[src/rtl/iec_pkg.sv]
// Package: register map, field positions and shared types of the interrupt enable block
package iec_pkg;

  // Register byte offsets on the APB bus
  localparam logic [7:0] OFF_CONTROL   = 8'h00;
  localparam logic [7:0] OFF_ENABLE0   = 8'h04;
  localparam logic [7:0] OFF_ENABLE1   = 8'h08;
  localparam logic [7:0] OFF_ENABLE2   = 8'h0C;
  localparam logic [7:0] OFF_FLAGS0    = 8'h10;
  localparam logic [7:0] OFF_FLAGS1    = 8'h14;
  localparam logic [7:0] OFF_FLAGS2    = 8'h18;
  localparam logic [7:0] OFF_PINSEL    = 8'h1C;
  localparam logic [7:0] OFF_EVSTAT    = 8'h20;
  localparam logic [7:0] OFF_EVMASK    = 8'h24;

  // Control register fields
  localparam int BIT_GLOBAL_EN   = 7;
  localparam int BIT_PERIPH_EN   = 6;
  localparam int BIT_EDGE_SEL    = 0;
  localparam logic [7:0] CONTROL_MASK = 8'hC1;
  localparam logic [7:0] CONTROL_RST  = 8'h01;

  // Enable register zero fields
  localparam int BIT_TIMER0_OVF  = 5;
  localparam int BIT_PIN_CHANGE  = 4;
  localparam int BIT_EXT_PIN     = 0;
  localparam logic [7:0] ENABLE0_MASK = 8'h31;
  localparam logic [7:0] ENABLE_RST   = 8'h00;

  // Enable register two fields named separately
  localparam int BIT_MEMORY_TASK  = 4;
  localparam int BIT_OSC_ROLLOVER = 0;

  // Side event status bits
  localparam int EV_VECTOR   = 0;
  localparam int EV_RETURN   = 1;
  localparam int EV_EXT_EDGE = 2;
  localparam int EV_WIDTH    = 3;

  // Program vector for a taken request
  localparam logic [15:0] IRQ_VECTOR = 16'h0004;

  // Source requests grouped by enable register
  typedef struct packed {
    logic [7:0] group0;
    logic [7:0] group1;
    logic [7:0] group2;
  } iec_src_s;

  // Core handshake carrier
  typedef struct packed {
    logic accept;
    logic ret;
  } iec_core_s;

endpackage

[src/rtl/iec_edge_detect.sv]
// Edge detector for the selected external interrupt pin
`timescale 1ns/100ps
module iec_edge_detect #(
  parameter int PINS = 8
) (
  input  wire logic                    clk_in,
  input  wire logic                    reset_in,
  input  wire logic [PINS-1:0]         pins_in,
  input  wire logic [$clog2(PINS)-1:0] sel_in,
  input  wire logic                    rising_in,
  output logic                         edge_out
);

  // Elaboration check: a one-pin select would have a zero-width index
  if (PINS < 2) begin : g_pins_check
    $error("PINS must be at least 2");
  end

  logic pin_now;
  logic pin_reg;
  logic primed_reg;

  // Pin picked by the pin-select setting, never a fixed pin
  assign pin_now = pins_in[sel_in];

  // Previous level; primed stops a false edge right after reset
  always_ff @(posedge clk_in or posedge reset_in) begin
    if (reset_in) begin
      pin_reg    <= 1'b0;
      primed_reg <= 1'b0;
    end else begin
      pin_reg    <= pin_now;
      primed_reg <= 1'b1;
    end
  end

  // Rising edge when select is one, falling when zero
  assign edge_out = primed_reg &
                    (rising_in ? (pin_now & ~pin_reg) : (~pin_now & pin_reg));

endmodule

[src/rtl/iec_top.sv]
// Interrupt enable and gating controller with APB register access
//
// Operation
// - Global enable one passes enabled sources; zero blocks every request to core.
// - Peripheral-group enable passes peripheral requests when set, suppresses when cleared.
// - Edge select one means rising external edge, zero means falling.
// - Unimplemented bits in control and enable zero always read zero.
// - Enable zero bit 5 gates the timer-zero overflow request.
// - Enable zero bit 4 gates the pin change-notification request.
// - Enable zero bit 0 gates the external-pin edge request.
// - External interrupt pin comes from the pin-select setting.
// - Enable one gates timer1 gate, converter, serial, sync port, timers.
// - Enable two gates timer6, comparators, memory, port two, timer4, oscillator.
// - Enable two bit 4 gates the memory task-complete request.
// - Enable two bit 0 gates the oscillator rollover request.
// - Source flags set on events regardless of any enable bits.
// - Accepted request clears global enable, unless a return arrives in the same cycle, and vectors the core to 0004h.
// - Return from interrupt sets global enable again.
// - External-pin flag sets on the selected edge of the pin.
`timescale 1ns/100ps
module iec_top #(
  parameter int PINS = 8
) (
  input  wire logic                    clk_in,
  input  wire logic                    reset_in,
  input  wire logic                    psel_in,
  input  wire logic                    penable_in,
  input  wire logic                    pwrite_in,
  input  wire logic [7:0]              paddr_in,
  input  wire logic [31:0]             pwdata_in,
  output logic      [31:0]             prdata_out,
  output logic                         pready_out,
  output logic                         pslverr_out,
  input  wire iec_pkg::iec_src_s       src_event_in,
  input  wire logic [PINS-1:0]         ext_pins_in,
  input  wire iec_pkg::iec_core_s      core_in,
  output logic                         core_irq_out,
  output logic      [15:0]             vector_out,
  output logic                         irq_out
);

  // Elaboration check: the pin select must fit the low byte of a register
  if (PINS < 2 || PINS > 256) begin : g_pins_check
    $error("PINS must be 2 to 256");
  end

  localparam int SELW = $clog2(PINS);

  // Registers
  logic [7:0]          control_reg;
  logic [7:0]          enable0_reg;
  logic [7:0]          enable1_reg;
  logic [7:0]          enable2_reg;
  iec_pkg::iec_src_s   flags_reg;
  logic [SELW-1:0]     pinsel_reg;
  logic [iec_pkg::EV_WIDTH-1:0] evstat_reg;
  logic [iec_pkg::EV_WIDTH-1:0] evmask_reg;
  logic [31:0]         prdata_reg;
  logic [15:0]         vector_reg;

  // Bus decode
  logic wr_en;
  logic rd_en;
  logic hit_control;
  logic hit_enable0;
  logic hit_enable1;
  logic hit_enable2;
  logic hit_flags0;
  logic hit_flags1;
  logic hit_flags2;
  logic hit_pinsel;
  logic hit_evstat;
  logic hit_evmask;
  logic hit_any;
  logic [7:0] wbyte;

  // Single-cycle access phase, so pready stays high
  assign pready_out  = 1'b1;
  assign wr_en       = psel_in & penable_in & pwrite_in;
  assign rd_en       = psel_in & ~penable_in & ~pwrite_in; // Setup cycle of a read
  assign wbyte       = pwdata_in[7:0];
  assign hit_control = (paddr_in == iec_pkg::OFF_CONTROL);
  assign hit_enable0 = (paddr_in == iec_pkg::OFF_ENABLE0);
  assign hit_enable1 = (paddr_in == iec_pkg::OFF_ENABLE1);
  assign hit_enable2 = (paddr_in == iec_pkg::OFF_ENABLE2);
  assign hit_flags0  = (paddr_in == iec_pkg::OFF_FLAGS0);
  assign hit_flags1  = (paddr_in == iec_pkg::OFF_FLAGS1);
  assign hit_flags2  = (paddr_in == iec_pkg::OFF_FLAGS2);
  assign hit_pinsel  = (paddr_in == iec_pkg::OFF_PINSEL);
  assign hit_evstat  = (paddr_in == iec_pkg::OFF_EVSTAT);
  assign hit_evmask  = (paddr_in == iec_pkg::OFF_EVMASK);
  assign hit_any     = hit_control | hit_enable0 | hit_enable1 | hit_enable2 |
                       hit_flags0 | hit_flags1 | hit_flags2 | hit_pinsel |
                       hit_evstat | hit_evmask;
  // Unmapped addresses answer with an error, no state changes
  assign pslverr_out = psel_in & penable_in & ~hit_any;

  // Control fields
  logic global_irq_en;
  logic periph_group_irq_en;
  logic ext_pin_edge_sel;
  assign global_irq_en       = control_reg[iec_pkg::BIT_GLOBAL_EN];
  assign periph_group_irq_en = control_reg[iec_pkg::BIT_PERIPH_EN];
  assign ext_pin_edge_sel    = control_reg[iec_pkg::BIT_EDGE_SEL];

  // External pin edge from the selected pin
  logic ext_edge;
  iec_edge_detect #(
    .PINS(PINS)
  ) u_edge (
    .clk_in   (clk_in),
    .reset_in (reset_in),
    .pins_in  (ext_pins_in),
    .sel_in   (pinsel_reg),
    .rising_in(ext_pin_edge_sel),
    .edge_out (ext_edge)
  );

  // Group zero events: the external edge replaces the bit 0 input
  iec_pkg::iec_src_s events;
  always_comb begin
    events = src_event_in;
    events.group0 = src_event_in.group0 & iec_pkg::ENABLE0_MASK;
    events.group0[iec_pkg::BIT_EXT_PIN] = ext_edge;
  end

  // Flags: set wins over a software clear written as one
  iec_pkg::iec_src_s flags_next;
  always_comb begin
    flags_next = flags_reg;
    if (wr_en && hit_flags0) flags_next.group0 = flags_reg.group0 & ~wbyte;
    if (wr_en && hit_flags1) flags_next.group1 = flags_reg.group1 & ~wbyte;
    if (wr_en && hit_flags2) flags_next.group2 = flags_reg.group2 & ~wbyte;
    flags_next = flags_next | events;
  end

  always_ff @(posedge clk_in or posedge reset_in) begin
    if (reset_in) flags_reg <= '0;
    else flags_reg <= flags_next;
  end

  // Gated requests per group
  logic [7:0] pend0;
  logic [7:0] pend1;
  logic [7:0] pend2;
  logic       periph_req;
  assign pend0 = flags_reg.group0 & enable0_reg;
  assign pend1 = flags_reg.group1 & enable1_reg;
  assign pend2 = flags_reg.group2 & enable2_reg;
  assign periph_req = periph_group_irq_en & (|{pend1, pend2});
  // Pending flags are held, so a request resumes once global enable returns
  assign core_irq_out = global_irq_en & ((|pend0) | periph_req);

  // Accept only counts while a request is offered
  logic take;
  assign take = core_in.accept & core_irq_out;

  // Control register: hardware clear on accept, set on return
  logic [7:0] control_next;
  always_comb begin
    control_next = control_reg;
    if (wr_en && hit_control) control_next = wbyte & iec_pkg::CONTROL_MASK;
    if (take) control_next[iec_pkg::BIT_GLOBAL_EN] = 1'b0;
    if (core_in.ret) control_next[iec_pkg::BIT_GLOBAL_EN] = 1'b1;
  end

  // Enables and control reset per reset values
  always_ff @(posedge clk_in or posedge reset_in) begin
    if (reset_in) begin
      control_reg <= iec_pkg::CONTROL_RST;
      enable0_reg <= iec_pkg::ENABLE_RST;
      enable1_reg <= iec_pkg::ENABLE_RST;
      enable2_reg <= iec_pkg::ENABLE_RST;
      pinsel_reg  <= '0;
    end else begin
      control_reg <= control_next;
      if (wr_en && hit_enable0) enable0_reg <= wbyte & iec_pkg::ENABLE0_MASK;
      if (wr_en && hit_enable1) enable1_reg <= wbyte;
      if (wr_en && hit_enable2) enable2_reg <= wbyte;
      if (wr_en && hit_pinsel) pinsel_reg <= pwdata_in[SELW-1:0];
    end
  end

  // Vector output is loaded on accept
  always_ff @(posedge clk_in or posedge reset_in) begin
    if (reset_in) vector_reg <= 16'h0000;
    else if (take) vector_reg <= iec_pkg::IRQ_VECTOR;
  end
  assign vector_out = vector_reg;

  // Side events: sticky status, write one to clear, set wins
  logic [iec_pkg::EV_WIDTH-1:0] ev_now;
  logic [iec_pkg::EV_WIDTH-1:0] evstat_next;
  assign ev_now = {ext_edge, core_in.ret, take};
  always_comb begin
    evstat_next = evstat_reg;
    if (wr_en && hit_evstat) evstat_next = evstat_reg & ~wbyte[iec_pkg::EV_WIDTH-1:0];
    evstat_next = evstat_next | ev_now;
  end

  always_ff @(posedge clk_in or posedge reset_in) begin
    if (reset_in) begin
      evstat_reg <= '0;
      evmask_reg <= '0;
    end else begin
      evstat_reg <= evstat_next;
      if (wr_en && hit_evmask) evmask_reg <= wbyte[iec_pkg::EV_WIDTH-1:0];
    end
  end
  assign irq_out = |(evstat_reg & evmask_reg);

  // Read mux; narrow registers sit in the low bits
  logic [7:0] rd_byte;
  assign rd_byte = hit_control ? control_reg :
                   hit_enable0 ? enable0_reg :
                   hit_enable1 ? enable1_reg :
                   hit_enable2 ? enable2_reg :
                   hit_flags0  ? flags_reg.group0 :
                   hit_flags1  ? flags_reg.group1 :
                   hit_flags2  ? flags_reg.group2 :
                   hit_pinsel  ? 8'(pinsel_reg) :
                   hit_evstat  ? 8'(evstat_reg) :
                   hit_evmask  ? 8'(evmask_reg) : 8'h00;

  // Read data captured at the end of setup, so it stands through the access phase
  always_ff @(posedge clk_in or posedge reset_in) begin
    if (reset_in) prdata_reg <= 32'h0000_0000;
    else if (rd_en) prdata_reg <= {24'h00_0000, rd_byte};
  end
  assign prdata_out = prdata_reg;

  // Checks
  a_unimpl_zero: assert property (@(posedge clk_in) disable iff (reset_in)
    ((control_reg & ~iec_pkg::CONTROL_MASK) == 8'h00) &&
    ((enable0_reg & ~iec_pkg::ENABLE0_MASK) == 8'h00))
    else $error("Unimplemented bits not zero");

  a_global_blocks: assert property (@(posedge clk_in) disable iff (reset_in)
    !global_irq_en |-> !core_irq_out)
    else $error("Request passed with global enable clear");

  a_periph_blocks: assert property (@(posedge clk_in) disable iff (reset_in)
    (!periph_group_irq_en && pend0 == 8'h00) |-> !core_irq_out)
    else $error("Peripheral request passed with group enable clear");

  a_accept_clears: assert property (@(posedge clk_in) disable iff (reset_in)
    (take && !core_in.ret) |=> (!global_irq_en && vector_out == 16'h0004))
    else $error("Accept did not clear enable and vector");

  a_return_sets: assert property (@(posedge clk_in) disable iff (reset_in)
    core_in.ret |=> global_irq_en)
    else $error("Return did not set global enable");

  a_flag_sticks: assert property (@(posedge clk_in) disable iff (reset_in)
    (src_event_in.group1 != 8'h00) |=> ((flags_reg.group1 & $past(src_event_in.group1))
      == $past(src_event_in.group1)))
    else $error("Flag not set by event");

  a_ext_edge_flag: assert property (@(posedge clk_in) disable iff (reset_in)
    ext_edge |=> flags_reg.group0[iec_pkg::BIT_EXT_PIN])
    else $error("External edge did not set its flag");

  a_mem_gate: assert property (@(posedge clk_in) disable iff (reset_in)
    (global_irq_en && periph_group_irq_en && enable2_reg[iec_pkg::BIT_MEMORY_TASK] &&
     flags_reg.group2[iec_pkg::BIT_MEMORY_TASK]) |-> core_irq_out)
    else $error("Memory task request not passed");

  a_osc_gate: assert property (@(posedge clk_in) disable iff (reset_in)
    (global_irq_en && periph_group_irq_en && enable2_reg[iec_pkg::BIT_OSC_ROLLOVER] &&
     flags_reg.group2[iec_pkg::BIT_OSC_ROLLOVER]) |-> core_irq_out)
    else $error("Oscillator rollover request not passed");

  a_timer0_gate: assert property (@(posedge clk_in) disable iff (reset_in)
    (global_irq_en && enable0_reg[iec_pkg::BIT_TIMER0_OVF] &&
     flags_reg.group0[iec_pkg::BIT_TIMER0_OVF]) |-> core_irq_out)
    else $error("Timer zero request not passed");

endmodule

[config.mk]
export PLATFORM = sky130hd
export DESIGN_NAME = iec_top
export DESIGN_NICKNAME = d
export VERILOG_FILES = /design/src/rtl/iec_pkg.sv /design/src/rtl/iec_edge_detect.sv /design/src/rtl/iec_top.sv
export SDC_FILE = /design/constraint.sdc
export NUM_CORES = 1
export LEC_CHECK = 0
export BUFFER_PORTS_ARGS = -buffer_cell sky130_fd_sc_hd__buf_2
export CELL_PAD_IN_SITES_DETAIL_PLACEMENT = 2
export CELL_PAD_IN_SITES_GLOBAL_PLACEMENT = 2
export CORE_UTILIZATION = 30
export CTS_CLUSTER_SIZE = 28
export DETAILED_ROUTE_END_ITERATION = 8
export GPL_ROUTABILITY_DRIVEN = 1
export GPL_TIMING_DRIVEN = 0
export PLACE_DENSITY = 0.89
export SLEW_MARGIN = 20
export SYNTH_ARGS = -nofsm -noshare
export SYNTH_HDL_FRONTEND = slang
export SYNTH_SLANG_ARGS = --single-unit
[constraint.sdc]
create_clock -name clk_in -period 2.4 [get_ports clk_in]
set_input_delay 0.6 -clock clk_in [delete_from_list [all_inputs] [get_ports clk_in]]
set_output_delay 0.6 -clock clk_in [all_outputs]
set_load 0.03 [all_outputs]
==> results by stage, run 1 <==
Worst setup path:
- Of all nets on the critical path, the largest fanout is 3.
- The sort of element at the end of the critical path is a primary output.
- The critical path class is reg2out.
- The type of origin of the critical path is a flop.
- The arrival time of data at the critical path endpoint is 1.88 ns.
- The required time of the worst setup path is 1.80 ns.

Timing:
- In this run the tightest slew margin relative to its limit is 49.3%.
- The final hold slack is 0.255 ns.
- After layout, the worst setup slack is -0.0848 ns.
- Setup violations remaining at the end of the flow were counted as 1.
- Setup repair after global routing could not meet its margin everywhere.
- The number of failing hold endpoints at the final stage is 0.
- The count of final max-slew check failures is 0.
- Derived from the worst setup path, the maximum achievable clock frequency is 402 MHz.
- The time the worst path needs with I/O delays and setup is 2.48 ns.
- Of the available clock period, the critical path in the final layout requires 104%.
- Clock skew on the completed layout was measured at 0.00810 ns.
- The pin slew with the least headroom to its limit is 0.756 ns.

Floorplanning:
- The initial core utilization is 30.8%.
- The die covers 0.0128 mm2.
- The top-level port count is 131.
- In this run the core area contains 40 standard-cell rows.
- The x dimension of the die is 113 um.
- In this run the vertical extent of the chip is 113 um.
- The core region is 0.0120 mm2.

Global routing:
- Global routing used 21.8% of the available tracks.
- The first global-routing pass estimated 20.7 mm of wire.
- The via count of the first global-routing pass is 3,588.
- The largest net degree at the start of global routing is 40.
- Summed over all layers, the global routing overflow is 0.
- The initial antenna violation count came to 0.

Synth:
- The post-synthesis sequential area ratio is 44.7%.
- Counting flops with an async set or reset pin after synthesis yields a share of 100%.
- Yosys printed 0 warnings.
- The share of synthesized cell area in and, or, nand and nor gates is 15.2%.
- The XOR/XNOR share of the synthesized area is 0%.
- In this run the cell area of the synthesized design comes to 0.00370 mm2.
- Counting flops with a built-in enable in the synthesized netlist gives 0.
- The cell count after synthesis came out at 353.
- The prevailing post-synth register cell is sky130_fd_sc_hd__dfrtp_1.
- Synthesis instantiated 56 different standard cells from the library.
- The main combinational cell family by area after synthesis is compound AO/OA/AOI/OAI gates.
- The compound-cell area share of the yosys netlist is 18.1%.
- The synthesized netlist devotes 0% of its cell area to adder and majority cells.
- Multiplexer cells account for 11.7% of the synthesized area.
- The synthesis-stage register bit count is 66.
- Averaged over all synthesized cells, the footprint is 10.5 um2.

Detailed routing:
- The number of iterations in the first detailed-routing pass is 4.
- The detailed router placed 3,234 vias in this run.
- The via count normalized by instance count is 5.18.
- The per-cell routed wire length is 20.7 um.
- The total detailed-routing wirelength is 12.9 mm.
- The count of nets left with antenna violations once routing finished came out at 0.
- The number of DRC violations after detailed routing is 0.
- The starting DRC count in detailed routing is 152.

Power and ir drop:
- The switching power total is 0.000821 W.
- Power spread over the standard cell area amounts to 653 mW/mm2.
- Of the total power, the share spent switching nets is 26.0%.
- The worst supply voltage drop on vdd is 297 uV.
- The internal portion of the total power is 0.00234 W.
- The combinational share of power is 13.7%.
- The sequential cell fraction of total power is 36.8%.
- Per report_power, the clock group accounts for 49.5% of the total.
- In this run the static leakage power is 2.25 nW.

CTS:
- The cell at the root of the clock tree is sky130_fd_sc_hd__clkbuf_16.
- The clock-pin slew on the worst setup and hold paths is 0.06 ns.
- Clock tree synthesis inserted a total of 9 buffers.
- The number of sinks on the clock net is 66.
- The clock latency at the later pin of the worst-skew pair is 0.34 ns.
- The TritonCTS clock tree is yes.
- The number of H-tree levels is 3.
- The clock passes through at most 2 buffers.
- The count of hold buffers inserted by post-cts repair is 0.

Outcome:
- The final reports fail on setup timing.
- The run finished, with violations left.

Placed design:
- The final weighted congestion of routability-driven global placement is 0.879.
- At the placement stage, the worst setup path has a slack of -0.324 ns.
- The half-perimeter wire length after detailed placement is 9.51 mm.
- The count of buffers added on input and output ports is 59.

Layout:
- The post-route netlist has 39.2% of its cells at a drive strength greater than 1.
- Measured on the finished design, the core utilization comes to 40.3%.
- After the last flow step, the layout net total stands at 551.
- Fill cells in the final layout number 1,300.
- From synthesis to final layout, the design area changed by 30.8%.
- The register with the most flip-flops in the layout has 24 of them.
- The repair_antennas step left the layout with diodes totalling 0.

Run:
- Max-cap violations in this run came to 0.

Hold path:
- The type of the tightest min-delay check is in2async.
power groups by stage:
| stage | clock, W | combinational (W) | sequential, W |
|---|---|---|---|
| after floorplan | 0 | 0.000255 | 0.00120 |
| after global placement | 0 | 0.000393 | 0.00118 |
| after detailed placement | 0 | 0.000408 | 0.00118 |
| after CTS | 0.00159 | 0.000422 | 0.00116 |
| after global routing | 0.00164 | 0.000464 | 0.00117 |
| final | 0.00157 | 0.000433 | 0.00116 |
worst paths after layout:
kind	end	cells past startpoint	slack (ns)	startpoint
max in group asynchronous	enable1_reg[1]	3	1.61	reset_in
setup reg to reg	vector_out[2]	5	0.51	flags_reg[9]
setup / recovery	core_irq_out	6	-0.08	flags_reg[9]
hold / removal	flags_reg[18]	2	0.25	reset_in
hold reg to reg	vector_out[2]	1	0.46	vector_out[2]
min in group clk_in	flags_reg[20]	2	0.44	src_event_in[20]
metrics by stage:
step / TNS (ns) / cells / instance area [um2] / total power (W)
floorplan: 0 / 392 / 3850 / 0.00145
global placement: -48.06 / 598 / 4330 / 0.00157
detailed placement: -7.39 / 599 / 4350 / 0.00159
CTS: -0.0648 / 623 / 4820 / 0.00317
global route: -0.138 / 624 / 4840 / 0.00327
finish: -0.0848 / 624 / 4840 / 0.00316
logic make-up after synthesis:
group / after synthesis
AOI/OAI and AO/OA: 93
muxes: 37
DFF: 66
and+or+nand+nor: 97
buffers and inverters: 58
other: 2
layer usage:
| metal | vias to the layer above | part of all wire [%] | wire [um] | global-route usage [%] |
|---|---|---|---|---|
| met5 | - | 0 | 0 | 0 |
| met2 | 99 | 51 | 6560 | 36.9 |
| met3 | 25 | 4.8 | 624 | 4.02 |
| met1 | 1650 | 42 | 5370 | 26.8 |
| li1 | 1460 | - | - | - |
| met4 | 0 | 2.8 | 359 | 10.1 |
layout by cell type, fill, tap and decap left out, drive strengths merged, types with 6 or more instances in the layout:
cell,count
o21ai,12
a21boi,6
buf,112
a221oi,7
nand2,41
inv,6
nor2,11
a21oi,13
and3,6
a22o,6
a21o,22
dfrtp,65
mux2,31
clkbuf,19
conb,41
nand3,7
cells in the mapped netlist, drive strengths merged, types with 3 or more instances:
library cell,instances,area (um2)
clkbuf,9,33.8
a32oi,3,26.3
o31ai,4,30.0
and3,6,37.5
a21boi,6,45.0
a211oi,3,22.5
buf,43,315
inv,6,22.5
or4,3,26.3
o221ai,3,26.3
a21o,22,165
nor3,4,36.3
o21ai,12,60.1
a22o,6,52.6
mux2,31,349
nor2,11,41.3
a21oi,13,65.1
a221oi,7,61.3
or3,3,23.8
nand2b,3,18.8
nand3,7,35.0
nor3b,3,22.5
mux2i,4,40.0
nand2,41,164
a22oi,3,22.5
dfrtp,65,1630
worst max-delay path, cell delays in order, from the launching register on:
cell                       delay, ns
sky130_fd_sc_hd__dfrtp_1        0.44
sky130_fd_sc_hd__a22o_1         0.21
sky130_fd_sc_hd__a221oi_1       0.27
sky130_fd_sc_hd__and4_4         0.30
sky130_fd_sc_hd__nand2b_4       0.13
sky130_fd_sc_hd__a21boi_2       0.06
sky130_fd_sc_hd__buf_6          0.15
area by class of cell:
| cell class | instances | area (um2) | area share (%) |
|---|---|---|---|
| buffer | 52 | 354 | 7.31 |
| clock buffer | 10 | 239 | 4.94 |
| clock inverter | 6 | 114 | 2.35 |
| inverter | 6 | 25.0 | 0.517 |
| multi-input combinational | 268 | 1880 | 38.9 |
| sequential | 66 | 1650 | 34.1 |
| tap | 147 | 184 | 3.80 |
| timing repair buffer | 69 | 392 | 8.09 |
repair_timing:
item | CTS | global route
gates cloned | 0 | 0
resized for setup | 14 | 8
setup buffers | 8 | 1
pin swaps | 8 | 3
endpoints found under the hold margin | 0 | 0
setup endpoints to repair | 2 | 3
No activity file was read; power rests on OpenSTA's default activity.
==> run 2, diff against run 1 <==
Settings changed: REMOVE_ABC_BUFFERS set to 1.
==> run 2 against run 1 <==
Compared with the run above: the run still ends with setup timing left; register-to-register slack got worse by 0.02 ns; utilization fell by 2.7 points; clock skew fell by 0.0027 ns; routed wire length fell by 1.8%; non-clock buffer count fell by 47; final cell count fell by 7.7%; via count fell by 4.1%; critical path depth did not move; critical path type unchanged; largest cell class unchanged.
==> results by stage, run 2 (synthesis gave the netlist of run 1 again) <==
Timing:
- The final number of setup-violating endpoints came to 2 (was 1).
- The aggregate negative setup slack is -0.0884 ns (was -0.0848 ns).
- The count of final max-slew check failures is 0 (unchanged).
- The relative max-transition margin is 47.1% (was 49.3%).
- The worst path setup slack after routing is -0.0685 ns (was -0.0848 ns).
- The highest clock frequency the design can meet is 405 MHz (was 402 MHz).
- The final cycle utilization of the critical path is 103% (was 104%).
- The pin slew with the least headroom to its limit came to 0.789 ns (was 0.756 ns).
- The time the worst path needs with I/O delays and setup is 2.47 ns (was 2.48 ns).
- Unrepaired setup endpoints after global routing: true (unchanged).
- The number of failing hold endpoints at the final stage came to 0 (unchanged).
- The largest clock skew in the final design was 0.00545 ns (was 0.00810 ns).

Detailed routing:
- The post-route antenna net violation count is 0 (unchanged).
- The number of iterations in the first detailed-routing pass was 4 (unchanged).
- The total detailed-routing wirelength is 12.7 mm (was 12.9 mm).
- The per-cell routed wire length is 22.0 um (was 20.7 um).
- The number of DRC violations after detailed routing came to 0 (unchanged).
- The starting DRC count in detailed routing is 150 (was 152).
- The via count of the routed design is 3,100 (was 3,234).
- The via count normalized by instance count was 5.38 (was 5.18).

Power and ir drop:
- The combinational share of power came to 12.7% (was 13.7%).
- The switching power total is 0.000758 W (was 0.000821 W).
- The total power per unit cell area came to 659 mW/mm2 (was 653 mW/mm2).
- The cell-internal power is 0.00222 W (was 0.00234 W).
- The fraction of power spent switching nets is 25.5% (was 26.0%).
- The leakage power is 2.02 nW (was 2.25 nW).
- The worst supply voltage drop on vdd is 346 uV (was 297 uV).
- The clock network fraction of total power is 48.1% (was 49.5%).
- The overall power consumption came to 0.00297 W (was 0.00316 W).
- The sequential cell fraction of total power is 39.1% (was 36.8%).

Global routing:
- The initial antenna violation count was 0 (unchanged).
- The total track usage is 20.7% (was 21.8%).
- The wire length of the first global-routing pass was 19.2 mm (was 20.7 mm).
- The remaining global-route overflow is 0 (unchanged).
- The largest net degree at the start of global routing is 49 (was 40).
- The via count of the first global-routing pass was 3,275 (was 3,588).

Worst setup path:
- The critical path class is reg2out (unchanged).
- The required time of the worst setup path is 1.80 ns (about the same).
- The cell with the largest stage delay on the worst path is sky130_fd_sc_hd__dfrtp_1 (unchanged).
- The buffering stage count on the worst path with inverters included is 1 (unchanged).
- The peak fanout along the critical path is 2 (was 3).
- The sort of element at the end of the critical path is a primary output (unchanged).
- The largest stage delay on the critical path is 0.39 ns (was 0.44 ns).
- The type of origin of the critical path was a flop (unchanged).
- Cells traversed along the worst timing path: a22o_1 -> a221oi_2 -> and4_1 -> nand2b_4 -> a21boi_2 -> buf_6 (was a22o_1 -> a221oi_1 -> and4_4 -> nand2b_4 -> a21boi_2 -> buf_6).
- The arrival time of data at the critical path endpoint came to 1.87 ns (was 1.88 ns).
- The family of cells with the greatest summed delay on the critical path is compound AO/OA/AOI/OAI gates (unchanged).

CTS:
- The clock-pin slew on the worst setup and hold paths is 0.05 ns (was 0.06 ns).
- The number of sinks on the clock net came to 66 (unchanged).
- The clock latency at the later pin of the worst-skew pair is 0.33 ns (was 0.34 ns).
- The number of H-tree levels is 3 (unchanged).
- The cell at the root of the clock tree is sky130_fd_sc_hd__clkbuf_16 (unchanged).
- The TritonCTS clock tree is yes (unchanged).
- The maximum clock insertion buffer count is 2 (unchanged).
- The number of buffers inserted during clock tree synthesis is 9 (unchanged).

Layout:
- The synthesis-to-layout area growth is 22.0% (was 30.8%).
- The share of final-layout standard cells stronger than drive strength 1 was 33.8% (was 39.2%).
- The combined flip-flop and latch cell area is 0.00165 mm2 (unchanged).
- The most common library cell in the layout ignoring fill and taps was sky130_fd_sc_hd__dfrtp_1 (unchanged).
- The area of the multi-input gates is 0.00189 mm2 (was 0.00188 mm2).
- The number of diodes added for antenna fixing was 0 (unchanged).
- The flip-flop count of the largest register, all copies and words added was 24 (unchanged).
- The count of filler cells inserted in the layout is 1,263 (was 1,300).
- The final layout net count is 504 (was 551).
- Most frequent cells in the layout: sky130_fd_sc_hd__dfrtp_1 (65), sky130_fd_sc_hd__buf_2 (56), sky130_fd_sc_hd__conb_1 (41) (was sky130_fd_sc_hd__dfrtp_1 (65), sky130_fd_sc_hd__buf_2 (60), sky130_fd_sc_hd__buf_4 (50)).

Floorplanning:
- The top-level port count is 131 (unchanged).
- The number of core rows is 40 (unchanged).
- The die height is 113 um (unchanged).
- The placeable core area is 0.0120 mm2 (unchanged).
- The initial core utilization is 30.8% (unchanged).
- The floorplan die area came to 0.0128 mm2 (unchanged).
- The x dimension of the die came to 113 um (unchanged).

Placed design:
- The number of buffers added on ports came to 60 (was 59).
- The half-perimeter wire length after detailed placement came to 8.67 mm (was 9.51 mm).
- The final weighted congestion of routability-driven global placement was 0.839 (was 0.879).

Outcome:
- Violations in the final reports: setup timing (unchanged).
- Run status: finished with violations (unchanged).

Hold path:
- The type of the tightest min-delay check was in2async (unchanged).

Run:
- The max-cap check violation count came to 0 (unchanged).
## run 2: cell types whose count changed in the layout (fill, tap and decap cells not counted), sizes merged
cell | before | now
buf | 112 | 72
bufinv | 3 | 2
clkinvlp | 2 | 0
clkinv | 1 | 0
clkbuf | 19 | 15
## run 2: stage by stage
stage | instances | area, um2 | hold WS [ns] | utilization [%] | setup WS (ns)
2_1_floorplan | 340 | 3500 | 0.462 | - | 0.147
3_3_place_gp | 547 | 3980 | 0.453 | 33.2 | -0.697
3_5_place_dp | 548 | 4010 | 0.457 | 33.4 | -0.703
4_1_cts | 575 | 4490 | 0.227 | 37.4 | -0.134
5_1_grt | 576 | 4510 | 0.236 | 37.6 | -0.125
6_report | 576 | 4510 | 0.221 | 37.6 | -0.0685
## run 2: repair_timing
item / CTS / global route
setup buffers: 12 / 1
resized for setup: 13 / 9
hold buffers: 0 / 0
pin swaps: 6 / 3
setup endpoints to repair: 28 / 10
## run 2: power by group through the flow
| stage | Combinational [W] | Sequential, W | Clock [W] |
|---|---|---|---|
| 2_1_floorplan | 0.000192 | 0.00120 | 0 |
| 4_1_cts | 0.000374 | 0.00116 | 0.00145 |
| 5_1_grt | 0.000403 | 0.00117 | 0.00149 |
| 6_report | 0.000379 | 0.00116 | 0.00143 |
| 3_5_place_dp | 0.000352 | 0.00118 | 0 |
| 3_3_place_gp | 0.000336 | 0.00118 | 0 |
## run 2: final cells by class
type                       count  area share, %
multi-input combinational    268           41.9
sequential                    66           36.6
timing repair buffer          74           9.73
clock buffer                  13           5.76
tap                          147           4.07
clock inverter                 2           1.33
inverter                       6          0.554
## run 2: worst paths after layout
kind / start / endpoint / slack [ns] / cells past startpoint
hold / removal: reset_in / pinsel_reg[2] / 0.22 / 2
max in group asynchronous: reset_in / enable0_reg[4] / 1.65 / 3
min in group clk_in: src_event_in[3] / flags_reg[3] / 0.44 / 2
setup / recovery: enable2_reg[6] / core_irq_out / -0.07 / 6
hold reg to reg: vector_out[2] / vector_out[2] / 0.46 / 1
setup reg to reg: enable2_reg[6] / vector_out[2] / 0.49 / 6
## run 2: routing by layer
metal	up-vias	global-route usage [%]	part of all wire [%]
met4	0	8.16	3.0
met1	1587	25.4	42
met5	-	0	0
li1	1367	-	-
met3	28	4.71	5.7
met2	118	35.1	50
